===== config.mk =====
export PLATFORM = sky130hd
export DESIGN_NAME = dblc_host
export DESIGN_NICKNAME = d
export VERILOG_FILES = /design/src/pkg/dblc_pkg.sv /design/src/logic/dblc_fifo.sv /design/src/logic/dblc_host.sv
export SDC_FILE = /design/constraint.sdc
export NUM_CORES = 1
export LEC_CHECK = 0
export BUFFER_PORTS_ARGS = -buffer_cell sky130_fd_sc_hd__buf_4
export CAP_MARGIN = 10
export CORE_AREA = 5 5 134 136
export CTS_CLUSTER_SIZE = 40
export DETAILED_ROUTE_END_ITERATION = 8
export DIE_AREA = 0 0 139 141
export PLACE_DENSITY_LB_ADDON = 0.1
export SKIP_CTS_REPAIR_TIMING = 1
export SYNTH_ARGS = -nofsm -noshare
export SYNTH_HDL_FRONTEND = slang
export SYNTH_SLANG_ARGS = --single-unit

===== constraint.sdc =====
create_clock -name CLK_I -period 8.85 [get_ports CLK_I]
set_input_delay 0.4425 -clock CLK_I [delete_from_list [all_inputs] [get_ports CLK_I]]
set_output_delay 0.4425 -clock CLK_I [all_outputs]
set_load 0.01 [all_outputs]

===== src/pkg/dblc_pkg.sv =====
// constants and types for the double-buffered converter latch driver
// assumes a 125 MHz system clock and a latch device on plain pins
package dblc_pkg;

    localparam int DBLC_DATA_W = 16;
    localparam int DBLC_FIFO_DEPTH = 8;
    localparam int DBLC_CLK_PERIOD_NS = 8;

    // timing figures in ns, then cycle counts (least times round up)
    localparam int DBLC_STROBE_LOW_NS = 160;
    localparam int DBLC_STROBE_HIGH_NS = 80;
    localparam int DBLC_DATA_HOLD_NS = 16;
    localparam int DBLC_DESKEW_NS = 100;
    localparam int DBLC_SETTLE_NS = 13000;
    localparam int DBLC_STROBE_LOW_CYC =
        (DBLC_STROBE_LOW_NS + DBLC_CLK_PERIOD_NS - 1) / DBLC_CLK_PERIOD_NS;
    localparam int DBLC_STROBE_HIGH_CYC =
        (DBLC_STROBE_HIGH_NS + DBLC_CLK_PERIOD_NS - 1) / DBLC_CLK_PERIOD_NS;
    localparam int DBLC_DATA_HOLD_CYC =
        (DBLC_DATA_HOLD_NS + DBLC_CLK_PERIOD_NS - 1) / DBLC_CLK_PERIOD_NS;
    localparam int DBLC_DESKEW_CYC =
        (DBLC_DESKEW_NS + DBLC_CLK_PERIOD_NS - 1) / DBLC_CLK_PERIOD_NS;
    localparam int DBLC_SETTLE_CYC =
        (DBLC_SETTLE_NS + DBLC_CLK_PERIOD_NS - 1) / DBLC_CLK_PERIOD_NS;

    localparam logic [15:0] DBLC_TOP_BIT_MASK = 16'h8000;
    localparam logic [15:0] DBLC_CNT_ONE = 16'h0001;
    localparam logic [15:0] DBLC_CNT_ZERO = 16'h0000;

    // mode codes for the wiring style used on the board
    localparam logic DBLC_MODE_DOUBLE = 1'b0;
    localparam logic DBLC_MODE_EDGE = 1'b1;

    // one sample request: word plus flags
    typedef struct packed {
        logic [DBLC_DATA_W-1:0] word;
        logic twos_comp;
        logic update;
    } dblc_req_t;

    // pin group toward the converter latches
    typedef struct packed {
        logic [DBLC_DATA_W-1:0] data;
        logic select_n;
        logic load_n;
        logic update;
    } dblc_pins_t;

    typedef enum logic [5:0] {
        DBLC_IDLE = 6'h01,
        DBLC_LOAD = 6'h02,
        DBLC_HOLD = 6'h04,
        DBLC_GAP = 6'h08,
        DBLC_UPD = 6'h10,
        DBLC_SETL = 6'h20
    } dblc_state_t;

endpackage


===== src/logic/dblc_fifo.sv =====
// small synchronous fifo of parameterised width and depth
// assumes one clock and an asynchronous active-high reset
`timescale 1ns/10ps
module dblc_fifo #(
    parameter int WIDTH = 18,
    parameter int DEPTH = 8
) (
    input wire logic clk_i,
    input wire logic rst_i,
    input wire logic [WIDTH-1:0] in_data_i,
    input wire logic in_valid_i,
    output logic in_ready_o,
    output logic [WIDTH-1:0] out_data_o,
    output logic out_valid_o,
    input wire logic out_ready_i
);
    localparam int AW = $clog2(DEPTH);

    logic [WIDTH-1:0] mem_reg [DEPTH];
    logic [AW-1:0] wr_ptr_reg;
    logic [AW-1:0] rd_ptr_reg;
    logic [AW:0] count_reg;
    logic push;
    logic pop;

    // honest full and empty from the occupancy count
    assign in_ready_o = (count_reg != (AW+1)'(DEPTH));
    assign out_valid_o = (count_reg != '0);
    assign out_data_o = mem_reg[rd_ptr_reg];
    assign push = in_valid_i && in_ready_o;
    assign pop = out_valid_o && out_ready_i;

    ////////////////////////////////////////////////////////////////////
    // storage write
    always_ff @(posedge clk_i) begin
        if (push) begin
            mem_reg[wr_ptr_reg] <= in_data_i;
        end
    end

    // pointers wrap at the depth
    always_ff @(posedge clk_i or posedge rst_i) begin
        if (rst_i) begin
            wr_ptr_reg <= '0;
            rd_ptr_reg <= '0;
        end else begin
            if (push) begin
                wr_ptr_reg <= (wr_ptr_reg == AW'(DEPTH-1)) ? '0
                              : wr_ptr_reg + AW'(1);
            end
            if (pop) begin
                rd_ptr_reg <= (rd_ptr_reg == AW'(DEPTH-1)) ? '0
                              : rd_ptr_reg + AW'(1);
            end
        end
    end

    // occupancy
    always_ff @(posedge clk_i or posedge rst_i) begin
        if (rst_i) begin
            count_reg <= '0;
        end else if (push && !pop) begin
            count_reg <= count_reg + (AW+1)'(1);
        end else if (pop && !push) begin
            count_reg <= count_reg - (AW+1)'(1);
        end
    end
endmodule


===== src/logic/dblc_host.sv =====
// host driver for a double-buffered converter latch device
// assumes the device pins are driven straight from these outputs;
// the device itself has no clock and no reset
`timescale 1ns/10ps
module dblc_host
    import dblc_pkg::*;
#(
    parameter int DATA_W = DBLC_DATA_W,
    parameter int FIFO_DEPTH = DBLC_FIFO_DEPTH,
    parameter int SETTLE_CYC = DBLC_SETTLE_CYC
) (
    input wire logic CLK_I,
    input wire logic RST_I,
    input wire logic [DATA_W-1:0] SAMPLE_I,
    input wire logic SAMPLE_TWOS_I,
    input wire logic SAMPLE_UPDATE_I,
    input wire logic SAMPLE_VALID_I,
    output logic SAMPLE_READY_O,
    input wire logic EDGE_MODE_I,
    input wire logic UPDATE_ALL_I,
    output logic [DATA_W-1:0] DATA_O,
    output logic SELECT_N_O,
    output logic LOAD_N_O,
    output logic UPDATE_O,
    output logic BUSY_O,
    output logic LOADED_O
);

    localparam int RW = DATA_W + 2;
    localparam int SW = (SETTLE_CYC > 65535) ? 32 : 16;
    localparam int OW = $clog2(FIFO_DEPTH) + 1;
    // joined pair stays high at least the strobe high time, even when
    // the settling wait is configured shorter than that
    localparam int EDGE_SETL_CYC = (SETTLE_CYC > DBLC_STROBE_HIGH_CYC)
        ? SETTLE_CYC : DBLC_STROBE_HIGH_CYC;

    logic [RW-1:0] fifo_out;
    logic fifo_valid;
    logic fifo_pop;
    logic accept;
    dblc_req_t req;
    dblc_state_t state_reg;
    dblc_state_t state_next;
    logic [SW-1:0] cnt_reg;
    logic [SW-1:0] cnt_next;
    logic mode_reg;
    logic upd_pend_reg;
    logic upd_req_reg;
    logic [DATA_W-1:0] data_reg;
    logic select_n_reg;
    logic load_n_reg;
    logic update_reg;
    logic loaded_reg;
    logic ready_reg;
    logic mode_meta_reg;
    logic mode_sync_reg;
    logic all_meta_reg;
    logic all_sync_reg;
    logic all_prev_reg;
    logic [OW-1:0] occ_reg;
    logic [OW-1:0] occ_next;
    logic busy_reg;
    logic mode_chg;

    // twos-complement samples get the top bit flipped to offset binary
    function automatic logic [DATA_W-1:0] dblc_code(
        input logic [DATA_W-1:0] w, input logic tc);
        dblc_code = tc ? (w ^ DATA_W'(DBLC_TOP_BIT_MASK)) : w;
    endfunction

    ////////////////////////////////////////////////////////////////////
    // sample buffer; back-pressure reaches the source
    dblc_fifo #(
        .WIDTH(RW),
        .DEPTH(FIFO_DEPTH)
    ) u_fifo (
        .clk_i(CLK_I),
        .rst_i(RST_I),
        .in_data_i({SAMPLE_I, SAMPLE_TWOS_I, SAMPLE_UPDATE_I}),
        .in_valid_i(accept),
        .in_ready_o(),
        .out_data_o(fifo_out),
        .out_valid_o(fifo_valid),
        .out_ready_i(fifo_pop)
    );

    assign req = dblc_req_t'(fifo_out);
    // no word leaves the buffer while a wiring change is being settled
    assign mode_chg = (mode_sync_reg != mode_reg);
    assign fifo_pop = (state_reg == DBLC_IDLE) && fifo_valid && !mode_chg;
    assign accept = SAMPLE_VALID_I && ready_reg;

    // words held in the buffer, mirrored so source ready is a flop
    always_comb begin
        occ_next = occ_reg;
        if (accept && !fifo_pop) begin
            occ_next = occ_reg + OW'(DBLC_CNT_ONE);
        end else if (fifo_pop && !accept) begin
            occ_next = occ_reg - OW'(DBLC_CNT_ONE);
        end
    end

    // occupancy mirror; follows the buffer's own count cycle for cycle
    always_ff @(posedge CLK_I or posedge RST_I) begin
        if (RST_I) begin
            occ_reg <= '0;
        end else begin
            occ_reg <= occ_next;
        end
    end

    ////////////////////////////////////////////////////////////////////
    // synchronisers for the two level inputs from outside the domain
    always_ff @(posedge CLK_I or posedge RST_I) begin
        if (RST_I) begin
            mode_meta_reg <= 1'b0;
            mode_sync_reg <= 1'b0;
            all_meta_reg <= 1'b0;
            all_sync_reg <= 1'b0;
            all_prev_reg <= 1'b0;
        end else begin
            mode_meta_reg <= EDGE_MODE_I;
            mode_sync_reg <= mode_meta_reg;
            all_meta_reg <= UPDATE_ALL_I;
            all_sync_reg <= all_meta_reg;
            all_prev_reg <= all_sync_reg;
        end
    end

    // rising edge of the broadcast update request, held until served
    always_ff @(posedge CLK_I or posedge RST_I) begin
        if (RST_I) begin
            upd_req_reg <= 1'b0;
        end else if (all_sync_reg && !all_prev_reg) begin
            upd_req_reg <= 1'b1; // set wins over clear
        end else if (state_reg == DBLC_UPD
                     || mode_reg == DBLC_MODE_EDGE) begin
            upd_req_reg <= 1'b0; // edge wiring drops broadcast requests
        end
    end

    ////////////////////////////////////////////////////////////////////
    // sequencer next state
    always_comb begin
        state_next = state_reg;
        cnt_next = (cnt_reg == '0) ? '0 : cnt_reg - SW'(DBLC_CNT_ONE);
        case (state_reg)
            DBLC_IDLE: begin
                if (mode_chg) begin
                    // let the pins rest in the new wiring before use
                    state_next = DBLC_SETL;
                    cnt_next = SW'(EDGE_SETL_CYC);
                end else if (fifo_valid) begin
                    state_next = DBLC_LOAD;
                    cnt_next = SW'(DBLC_STROBE_LOW_CYC);
                end else if (upd_req_reg && mode_reg == DBLC_MODE_DOUBLE
                             && loaded_reg) begin
                    state_next = DBLC_GAP;
                    cnt_next = SW'(DBLC_DESKEW_CYC);
                end
            end
            DBLC_LOAD: begin
                if (cnt_reg == SW'(DBLC_CNT_ONE)) begin
                    state_next = DBLC_HOLD;
                    cnt_next = SW'(DBLC_DATA_HOLD_CYC);
                end
            end
            DBLC_HOLD: begin
                if (cnt_reg == SW'(DBLC_CNT_ONE)) begin
                    if (mode_reg == DBLC_MODE_EDGE) begin
                        state_next = DBLC_SETL;
                        cnt_next = SW'(EDGE_SETL_CYC);
                    end else if (upd_pend_reg) begin
                        state_next = DBLC_GAP;
                        cnt_next = SW'(DBLC_DESKEW_CYC);
                    end else begin
                        state_next = DBLC_IDLE;
                        cnt_next = SW'(DBLC_CNT_ZERO);
                    end
                end
            end
            DBLC_GAP: begin
                if (cnt_reg == SW'(DBLC_CNT_ONE)) begin
                    state_next = DBLC_UPD;
                    cnt_next = SW'(DBLC_STROBE_HIGH_CYC);
                end
            end
            DBLC_UPD: begin
                if (cnt_reg == SW'(DBLC_CNT_ONE)) begin
                    state_next = DBLC_SETL;
                    cnt_next = SW'(SETTLE_CYC);
                end
            end
            DBLC_SETL: begin
                if (cnt_reg == SW'(DBLC_CNT_ONE)) begin
                    state_next = DBLC_IDLE;
                end
            end
            default: begin
                state_next = DBLC_IDLE;
                cnt_next = SW'(DBLC_CNT_ZERO);
            end
        endcase
    end

    // state and counter
    always_ff @(posedge CLK_I or posedge RST_I) begin
        if (RST_I) begin
            state_reg <= DBLC_IDLE;
            cnt_reg <= '0;
        end else begin
            state_reg <= state_next;
            cnt_reg <= cnt_next;
        end
    end

    // mode is sampled only between transfers
    always_ff @(posedge CLK_I or posedge RST_I) begin
        if (RST_I) begin
            mode_reg <= DBLC_MODE_DOUBLE;
            upd_pend_reg <= 1'b0;
        end else if (state_reg == DBLC_IDLE) begin
            mode_reg <= mode_sync_reg;
            upd_pend_reg <= fifo_valid && req.update;
        end
    end

    ////////////////////////////////////////////////////////////////////
    // data bus: new word presented on pop, held through data hold
    always_ff @(posedge CLK_I or posedge RST_I) begin
        if (RST_I) begin
            data_reg <= '0;
        end else if (fifo_pop) begin
            data_reg <= dblc_code(req.word, req.twos_comp);
        end
    end

    // load strobe low for the stretched time, rising before data moves
    always_ff @(posedge CLK_I or posedge RST_I) begin
        if (RST_I) begin
            load_n_reg <= 1'b1; // idle high, never floating
        end else begin
            load_n_reg <= !(state_next == DBLC_LOAD
                            && mode_reg == DBLC_MODE_DOUBLE);
        end
    end

    // select: low during load; in edge mode select and update are one
    always_ff @(posedge CLK_I or posedge RST_I) begin
        if (RST_I) begin
            select_n_reg <= 1'b1;
            update_reg <= 1'b0;
        end else if (state_next == DBLC_IDLE && state_reg == DBLC_IDLE
                     && !fifo_valid) begin
            select_n_reg <= 1'b1;
            update_reg <= (mode_reg == DBLC_MODE_EDGE);
        end else if (mode_reg == DBLC_MODE_EDGE) begin
            // joined pair low while data is set up, rising edge applies
            select_n_reg <= !(state_next == DBLC_LOAD);
            update_reg <= !(state_next == DBLC_LOAD);
        end else begin
            select_n_reg <= !(state_next == DBLC_LOAD);
            update_reg <= (state_next == DBLC_UPD);
        end
    end

    // first-rank word written at least once since reset
    always_ff @(posedge CLK_I or posedge RST_I) begin
        if (RST_I) begin
            loaded_reg <= 1'b0; // device ranks unknown till then
        end else if (state_reg == DBLC_HOLD) begin
            loaded_reg <= 1'b1;
        end
    end

    // registered source ready from the mirrored occupancy
    // looks one push ahead, so a full buffer never takes a word
    always_ff @(posedge CLK_I or posedge RST_I) begin
        if (RST_I) begin
            ready_reg <= 1'b0;
        end else begin
            ready_reg <= (occ_next != OW'(FIFO_DEPTH));
        end
    end

    // busy flag from the next state, so the pin comes from a flop
    always_ff @(posedge CLK_I or posedge RST_I) begin
        if (RST_I) begin
            busy_reg <= 1'b0;
        end else begin
            busy_reg <= (state_next != DBLC_IDLE);
        end
    end

    assign DATA_O = data_reg; // word toward the core, bit 15 top
    assign SELECT_N_O = select_n_reg;
    assign LOAD_N_O = load_n_reg;
    assign UPDATE_O = update_reg;
    assign LOADED_O = loaded_reg;
    assign BUSY_O = busy_reg;
    assign SAMPLE_READY_O = ready_reg;

endmodule


; Word level (Yosys, flattened, before mapping)
; Memory sizes are Yosys's and may differ from the RTL's.
; Index checks and enable logic that the tools add are counted.
[word_totals]
n_memories = 1
regBits = 66
in_bits = 23
ramBits = 144
out_inout_bits = 22
[mem_list]
columns = memory, words, word_bits, read_ports, rd_ports_with_merged_regs, write_ports, line
row1 = u_fifo.mem_reg, 8, 18, 1, 0, 1, dblc_fifo.sv:19  ; logic [WIDTH-1:0] mem_reg [DEPTH];
[op_classes]
eq_ne = 16
mux = 36
bitwise_logic = 2
n_reduce_logical = 30
add_sub_neg = 7
[op_table]
columns = operator, n
row1 = $mux 16, 9
row2 = $pmux 16 s6, 1
row3 = $mux 6, 9
row4 = $pmux 6 s6, 1
row5 = $mux 4, 6
row6 = $eq 16x1->1 const B, 1
row7 = $logic_and 1x1->1, 16
row8 = $logic_not 16->1, 1
row9 = $sub 16x1->16 const B, 1
row10 = $eq 6x1->1 const B, 2
row11 = $eq 6x2->1 const B, 2
row12 = $eq 6x5->1 const B, 2
row13 = $mux 11, 1
row14 = $logic_not 1->1, 9
row15 = $add 4x1->4 const B, 2
row16 = $ne 4x4->1 const B, 2
row17 = $sub 4x1->4 const B, 2
row18 = $mux 1, 7
row19 = $add 3x1->3 const B, 2
row20 = $eq 3x3->1 const B, 2
row21 = $eq 6x3->1 const B, 1
row22 = $eq 6x4->1 const B, 1
row23 = $eq 6x6->1 const B, 1
row24 = $mux 3, 2
row25 = other kinds (6), 8

; Longest topological paths before layout
; Gate-level depths: netlist of run 1.
[logic_depth]
word_depth = 11
depth_mapped = 15
ltp_nobuf = 11

; By module
; Synthesis of run 1 repeated with hierarchy kept, for this count alone.
[hier_totals]
hier_cells = 587
area_unflattened_um2 = 9183.8
[modules_own_cells]
columns = mod, area_per_inst_um2, n_inst, cells_each
row1 = dblc_fifo, 6228.5, 1, 274
row2 = dblc_host, 2955.3, 1, 313

; Least setup slack after synthesis of run 1
; OpenSTA, ideal clock, no wires.
[synth_timing]
kind = flip-flop to flip-flop
from = register u_fifo.count_reg[1]
to = register u_fifo.count_reg[3]
period_less_slack_ns = 3.097
slack_ns = 5.753
t_required_ns = 8.725
path_stages_with_launch = 15
t_arrival_ns = 2.971
cell_sequence = dfrtp_1 > or4_4 > and4_1 > buf_6 > clkinv_2 > clkbuf_1 > buf_2 > ha_1 > inv_1 > ha_1 > a21o_1 > a21oi_1 > xnor2_1 > nor2_1 > xor2_1
[synth_via]
elab_chain_cells = 7
elab_cells_between_ends = 15
[synth_lines]
columns = item, line
row1 = start: declaration, dblc_fifo.sv:22  ; logic [AW:0] count_reg;
row2 = start signal: assignment, dblc_fifo.sv:63  ; count_reg <= count_reg + (AW+1)'(1);
row3 = start signal: assignment, dblc_fifo.sv:65  ; count_reg <= count_reg - (AW+1)'(1);
row4 = "parallel branches: the longest is 7 deep, another holds $sub 4x1->4", n/a
; Several ways; the timed one is not identified. The select of a mux whose other input is x is not followed.
; A chain may end at the register's enable or synchronous reset.

; Final worst setup path of run 1
[layout_timing]
from = register state_reg[3]
to = register u_fifo.count_reg[3]
[layout_via]
elab_chain_cells = 7
elab_cells_between_ends = 9
[layout_lines]
columns = item, line
row1 = start: declaration, dblc_host.sv:42  ; dblc_state_t state_reg;
row2 = start signal: assignment, dblc_host.sv:212  ; state_reg <= state_next;
row3 = $eq 6x1->1 (*), dblc_host.sv:90  ; assign fifo_pop = (state_reg == DBLC_IDLE) && fifo_valid && !mode_chg;
row4 = $logic_and 1x1->1 (*) (2 in series), dblc_host.sv:90
row5 = $logic_and 1x1->1 (*), dblc_fifo.sv:31  ; assign pop = out_valid_o && out_ready_i;
row6 = $logic_not 1->1, dblc_fifo.sv:62  ; end else if (push && !pop) begin
row7 = $logic_and 1x1->1, dblc_fifo.sv:62
row8 = $mux 4 or $reduce_bool 2->1 (tied branches), n/a
; Mark *: on every way between the ends. The rest lies on a longest branch, timed or not.

==> key figures, run 1 <==
Timing
  • TNS Setup: 0 ps
  • Final Hold Violating Endpoints: 0
  • RSZ-0062 raised after global routing: no
  • Least-Margin Pin Slew: 979 ps
  • Setup violators final: 0
  • Final period utilization: 0.418
  • Min Clock Period, post-route: 3700 ps
  • Clock Skew: 19.1 ps
  • Worst rel slew slack: 0.345
  • Pins Over Slew Limit: 0
  • Max Freq: 270 MHz

Finish
  • # fillers: 1334
  • N_diodes: 0
  • Most common cell after layout, fill and taps aside: edfxtp_1
  • Most frequent cells in the layout: edfxtp_1 (144), dfrtp_1 (62), buf_4 (56)
  • Largest register FFs: 144
  • Layout cells sized above 1: 0.221
  • Post-route cell area: 10100 µm²
  • Synth-to-Final Area Change: 14.8%
  • NumNets Final: 657

Critical path
  • Worst setup EP type: flop
  • Critical path peak fanout: 43
  • Critical path class: flop to flop
  • CP Data Required Time: 9230 ps
  • R2r setup slk: 5150 ps
  • Crit start category: flop
  • Worst EP arrival: 4080 ps
  • Cells on worst reg2reg path: 11

Logic synthesis
  • Mapped Avg Cell Area: 15.6 µm²
  • Flops & latches, synth: 210
  • Mapped Area: 8800 µm²
  • Post-Syn Nets: 601
  • Sequential element share of the synthesized area: 0.680
  • Yosys warnings: 0
  • Post-synth EDFFs: 144
  • Netlist cell types: 53
  • Main synth FF type: edfxtp_1
  • Ys async rst share: 0.314
  • Synthesized instance count: 565

Route
  • Via count: 4882
  • DR iter-0 viols: 274
  • WL/cell: 19.8 µm
  • Drt via density: 5.66
  • DRC viols: 0
  • Final WL: 17.1 mm
  • Routed Antenna Nets: 0
  • Drt first pass iters: 5

Floorplanning
  • Die H: 141 µm
  • Die ar.: 19600 µm²
  • # rows: 48
  • Initial core utilization: 0.523
  • CORE AREA: 16800 µm²
  • I/O pin count: 45
  • Die width: 139 µm

Global routing
  • Remaining global-route overflow: 0
  • Global-route total usage across every layer: 0.181
  • Vias in the first global route: 5236
  • Largest net degree at the start of global routing: 67
  • First-pass GRT wire length: 28.1 mm
  • Initial antenna violation count: 0

CTS
  • H-tree level count: 1
  • Clk Latency, worst-skew pair: 510 ps
  • Num CTS Buffers: 23
  • Maximum clock path buffer count: 3
  • Clock sinks: 210
  • CTS root buffer: clkbuf_16
  • CTS tree: built
  • Clock transition at the registers of the reported paths: 60 ps

Run status
  • Status: finished clean

Power
  • Max VDD drop: 0.219 mV
  • Leakage: 3.69 nW
  • Total power: 3.43 mW
  • PD cells: 340 nW/µm²

Placement
  • Gpl congestion: 0.856
  • I/O Buffers: 44
  • HPWL after detailed placement: 11.0 mm
  • Placed Area: 9400 µm²

Min path
  • Hold Crit Depth: 1
  • Hold crit path type: primary input to flop

Flow run
  • Max-cap violations: 0
[report_power, final]
group / switching (mW) / total, mW / leakage, nW / internal (mW)
combinational: 0.598 / 1.12 / 1.23 / 0.523
sequential: 0.161 / 1.43 / 2.13 / 1.27
clock: 0.364 / 0.877 / 0.328 / 0.514
total: 1.12 / 3.43 / 3.69 / 2.31
[cell usage after synthesis, drive strengths merged (12+ instances only)]
library cell / number / share of area
buf: 13 / 0.0075
clkbuf: 12 / 0.0051
dfrtp: 63 / 0.18
edfxtp: 144 / 0.49
ha: 12 / 0.017
inv: 12 / 0.0051
mux2i: 19 / 0.023
mux4: 36 / 0.092
nand2: 40 / 0.017
nor2: 40 / 0.017
nor3: 12 / 0.0068
o21ai: 33 / 0.019
xnor2: 15 / 0.015
xor2: 16 / 0.017
[cell type report]
cell class | count | area [µm²] | share of cell area
tap | 225 | 282 | 0.0279
timing repair buffer | 56 | 420 | 0.0416
multi-input combinational | 317 | 2670 | 0.264
sequential | 210 | 5980 | 0.592
clock buffer | 33 | 613 | 0.0607
clock inverter | 9 | 83.8 | 0.00830
inverter | 13 | 50.0 | 0.00496
[worst paths after layout]
kind / start / endpoint
max: state_reg[3] / u_fifo.count_reg[3]
min: EDGE_MODE_I / mode_meta_reg
max reg2reg: state_reg[3] / u_fifo.count_reg[3]
min reg2reg: all_meta_reg / all_sync_reg
max in group asynchronous: RST_I / u_fifo.rd_ptr_reg[0]
min in group asynchronous: RST_I / DATA_O[2]
[critical path: stages, from the launching register on]
cell      delay, ps
dfrtp_1         530
nor4_1          490
and4_1          470
clkinv_2        550
ha_1            460
inv_1           140
ha_1            260
a21o_1          180
a21oi_1         170
xnor2_1         140
nor2_1           70
xor2_1          140
[per-stage QoR]
step | worst slack, ps | hold WS (ps) | util | std cells
global placement | 5250 | 339 | 0.559 | 821
CTS | 5120 | 37.9 | 0.600 | 863
finish | 5150 | 53.3 | 0.600 | 863
detailed placement | 5140 | 339 | 0.559 | 821
floorplan | 5750 | 331 | - | 565
global route | 4780 | 36.2 | 0.600 | 863
[cells by family after synthesis]
kind of cell               count (synthesis)  synth area share
xor gates and xnor gates                  31            0.0317
DFF                                      210             0.680
adders and majority gates                 14            0.0205
and+or+nand+nor                          142            0.0805
buffers and inverters                     38            0.0183
muxes                                     58             0.119
AOI/OAI and AO/OA                         72            0.0503
[per-layer routing]
metal	vias to the layer above	wire (µm)	GRT usage
met2	100	8800	0.324
met4	0	416	0.0494
met5	-	0	0
met3	40	734	0.0332
li1	2271	-	-
met1	2471	7170	0.227
Note: power is estimated with default switching activity, not from simulation.
==> run 2: changes to the inputs <==
clock period = 3.36 ns   (was 8.85 ns; I/O delays follow)
==> key figures, run 2 (synthesized netlist as in run 1, its figures left out) <==
Power
  • Max VDD drop: 0.534 mV
  • PD cells: 892 nW/µm²
  • Leakage: 3.87 nW

Finish
  • Largest register FFs: 144
  • Synth-to-Final Area Change: 19.2%
  • N_diodes: 0
  • Layout cells sized above 1: 0.225
  • Fin cells: 888
  • Most frequent cells in the layout: edfxtp_1 (144), dfrtp_1 (62), buf_4 (56)
  • NumNets Final: 683
  • Most common cell after layout, fill and taps aside: edfxtp_1

Global routing
  • Largest net degree at the start of global routing: 43
  • Initial antenna violation count: 0
  • Global-route total usage across every layer: 0.180
  • Remaining global-route overflow: 0
  • Vias in the first global route: 5145
  • First-pass GRT wire length: 28.0 mm

Placement
  • Pre-CTS setup slack: 516 ps
  • HPWL after detailed placement: 11.3 mm
  • Gpl congestion: 0.857
  • I/O Buffers: 44
  • DP Cell Count: 826

Critical path
  • Worst path max stage delay: 570 ps
  • CP Data Required Time: 3740 ps
  • Cells on worst reg2reg path: 11
  • R2r setup slk: 430 ps
  • Top delay family on crit path: simple AND/OR/NAND/NOR gates
  • Worst setup EP type: flop
  • CP cell instances: nor4_1 -> and4_1 -> clkinv_2 -> ha_1 -> inv_1 -> ha_1 -> a21o_1 -> a21oi_1 -> xnor2_1 -> nor2_1 -> xor2_1
  • Crit start category: flop
  • Reg-to-reg startpoint: state_reg[3]
  • CP most frequent cell: ha_1
  • Slowest cell on crit path: nor4_1
  • Worst EP arrival: 3310 ps
  • Critical path class: flop to flop
  • Worst Path Buf+Inv: 2
  • R2r endpoint: u_fifo.count_reg[3]
  • Critical path peak fanout: 13

CTS
  • Clock sinks: 210
  • Clk Latency, worst-skew pair: 490 ps
  • Clock transition at the registers of the reported paths: 60 ps
  • CTS tree: built
  • Maximum clock path buffer count: 3
  • CTS root buffer: clkbuf_16
  • Num CTS Buffers: 23
  • H-tree level count: 1

Timing
  • Pins Over Slew Limit: 0
  • TNS Setup: 0 ps
  • Final period utilization: 0.873
  • Max Freq: 341 MHz
  • Setup violators final: 0
  • Final setup margin: 428 ps
  • Min Hold Slack: 223 ps
  • Clock Skew: 15.6 ps
  • Least-Margin Pin Slew: 901 ps
  • Worst rel slew slack: 0.399
  • RSZ-0062 raised after global routing: no
  • Final Hold Violating Endpoints: 0
  • Min Clock Period, post-route: 2930 ps

Route
  • Via count: 4951
  • WL/cell: 19.5 µm
  • Drt via density: 5.58
  • Routed Antenna Nets: 0
  • DRC viols: 0
  • Drt first pass iters: 4
  • DR iter-0 viols: 231
  • Final WL: 17.3 mm

Floorplanning
  • # rows: 48
  • I/O pin count: 45
  • Die width: 139 µm
  • Initial core utilization: 0.523
  • Die ar.: 19600 µm²
  • Die H: 141 µm
  • CORE AREA: 16800 µm²

Flow run
  • Max-cap violations: 0

Min path
  • WHS Endpoint: occ_reg[2]
  • Hold_sp: SAMPLE_VALID_I
  • Hold Crit Depth: 5
  • Hold crit path type: primary input to flop

Run status
  • Status: finished clean
[run 2: changes by cell type in the layout (fill, tap and decap cells not counted)]
cell,before,now
clkinv_2,3,4
clkbuf_8,0,1
bufinv_16,1,4
buf_12,0,5
clkbuf_1,10,6
clkinvlp_4,3,2
inv_6,1,0
dlygate4sd3_1,0,21
[run 2: area by class of cell]
cell class	count	area [µm²]
fillers	1229	6330
flip-flops and latches	210	5980
multi-input cells	317	2670
repair buffers	82	731
clock buffers	30	612
well taps	225	282
clock inverters	11	163
inverters	13	50.0
[run 2: metal layers]
layer / wire [µm] / vias up / track usage / share of wire
li1: - / 2319 / - / -
met1: 7260 / 2503 / 0.237 / 0.42
met2: 9000 / 102 / 0.318 / 0.52
met3: 794 / 27 / 0.0258 / 0.046
met4: 295 / 0 / 0.0494 / 0.017
met5: 0 / - / 0 / 0
[run 2: power breakdown]
| part | total (mW) | internal (mW) | leakage [nW] | switching (mW) |
|---|---|---|---|---|
| clock network | 2.56 | 1.59 | 0.372 | 0.966 |
| registers | 3.78 | 3.34 | 2.13 | 0.431 |
| logic | 3.02 | 1.45 | 1.36 | 1.57 |
| total | 9.36 | 6.39 | 3.87 | 2.97 |
[run 2: worst register-to-register path, cell delays in order (launching register included)]
cell and delay (ps):
dfrtp_1 520, nor4_1 570, and4_1 330, clkinv_2 80
ha_1 230, inv_1 150, ha_1 250, a21o_1 180
a21oi_1 160, xnor2_1 130, nor2_1 70, xor2_1 150
[run 2: through the flow]
stage,total power [mW],instance area [µm²],util
after floorplan,5.91,8800,-
after global placement,6.79,9500,0.565
after detailed placement,6.86,9500,0.565
after CTS,9.44,10300,0.611
after global routing,9.94,10500,0.624
final,9.36,10500,0.624
[run 2: worst max path at each step]
stage	from	end	slack (ps)	cells past startpoint
after floorplan	u_fifo.count_reg[1]	u_fifo.count_reg[3]	260	14
after global placement	state_reg[3]	u_fifo.count_reg[3]	610	11
after detailed placement	state_reg[3]	u_fifo.count_reg[3]	520	11
after CTS	state_reg[3]	u_fifo.count_reg[3]	430	11
after global routing	state_reg[3]	u_fifo.count_reg[3]	240	11
final	state_reg[3]	u_fifo.count_reg[3]	430	11
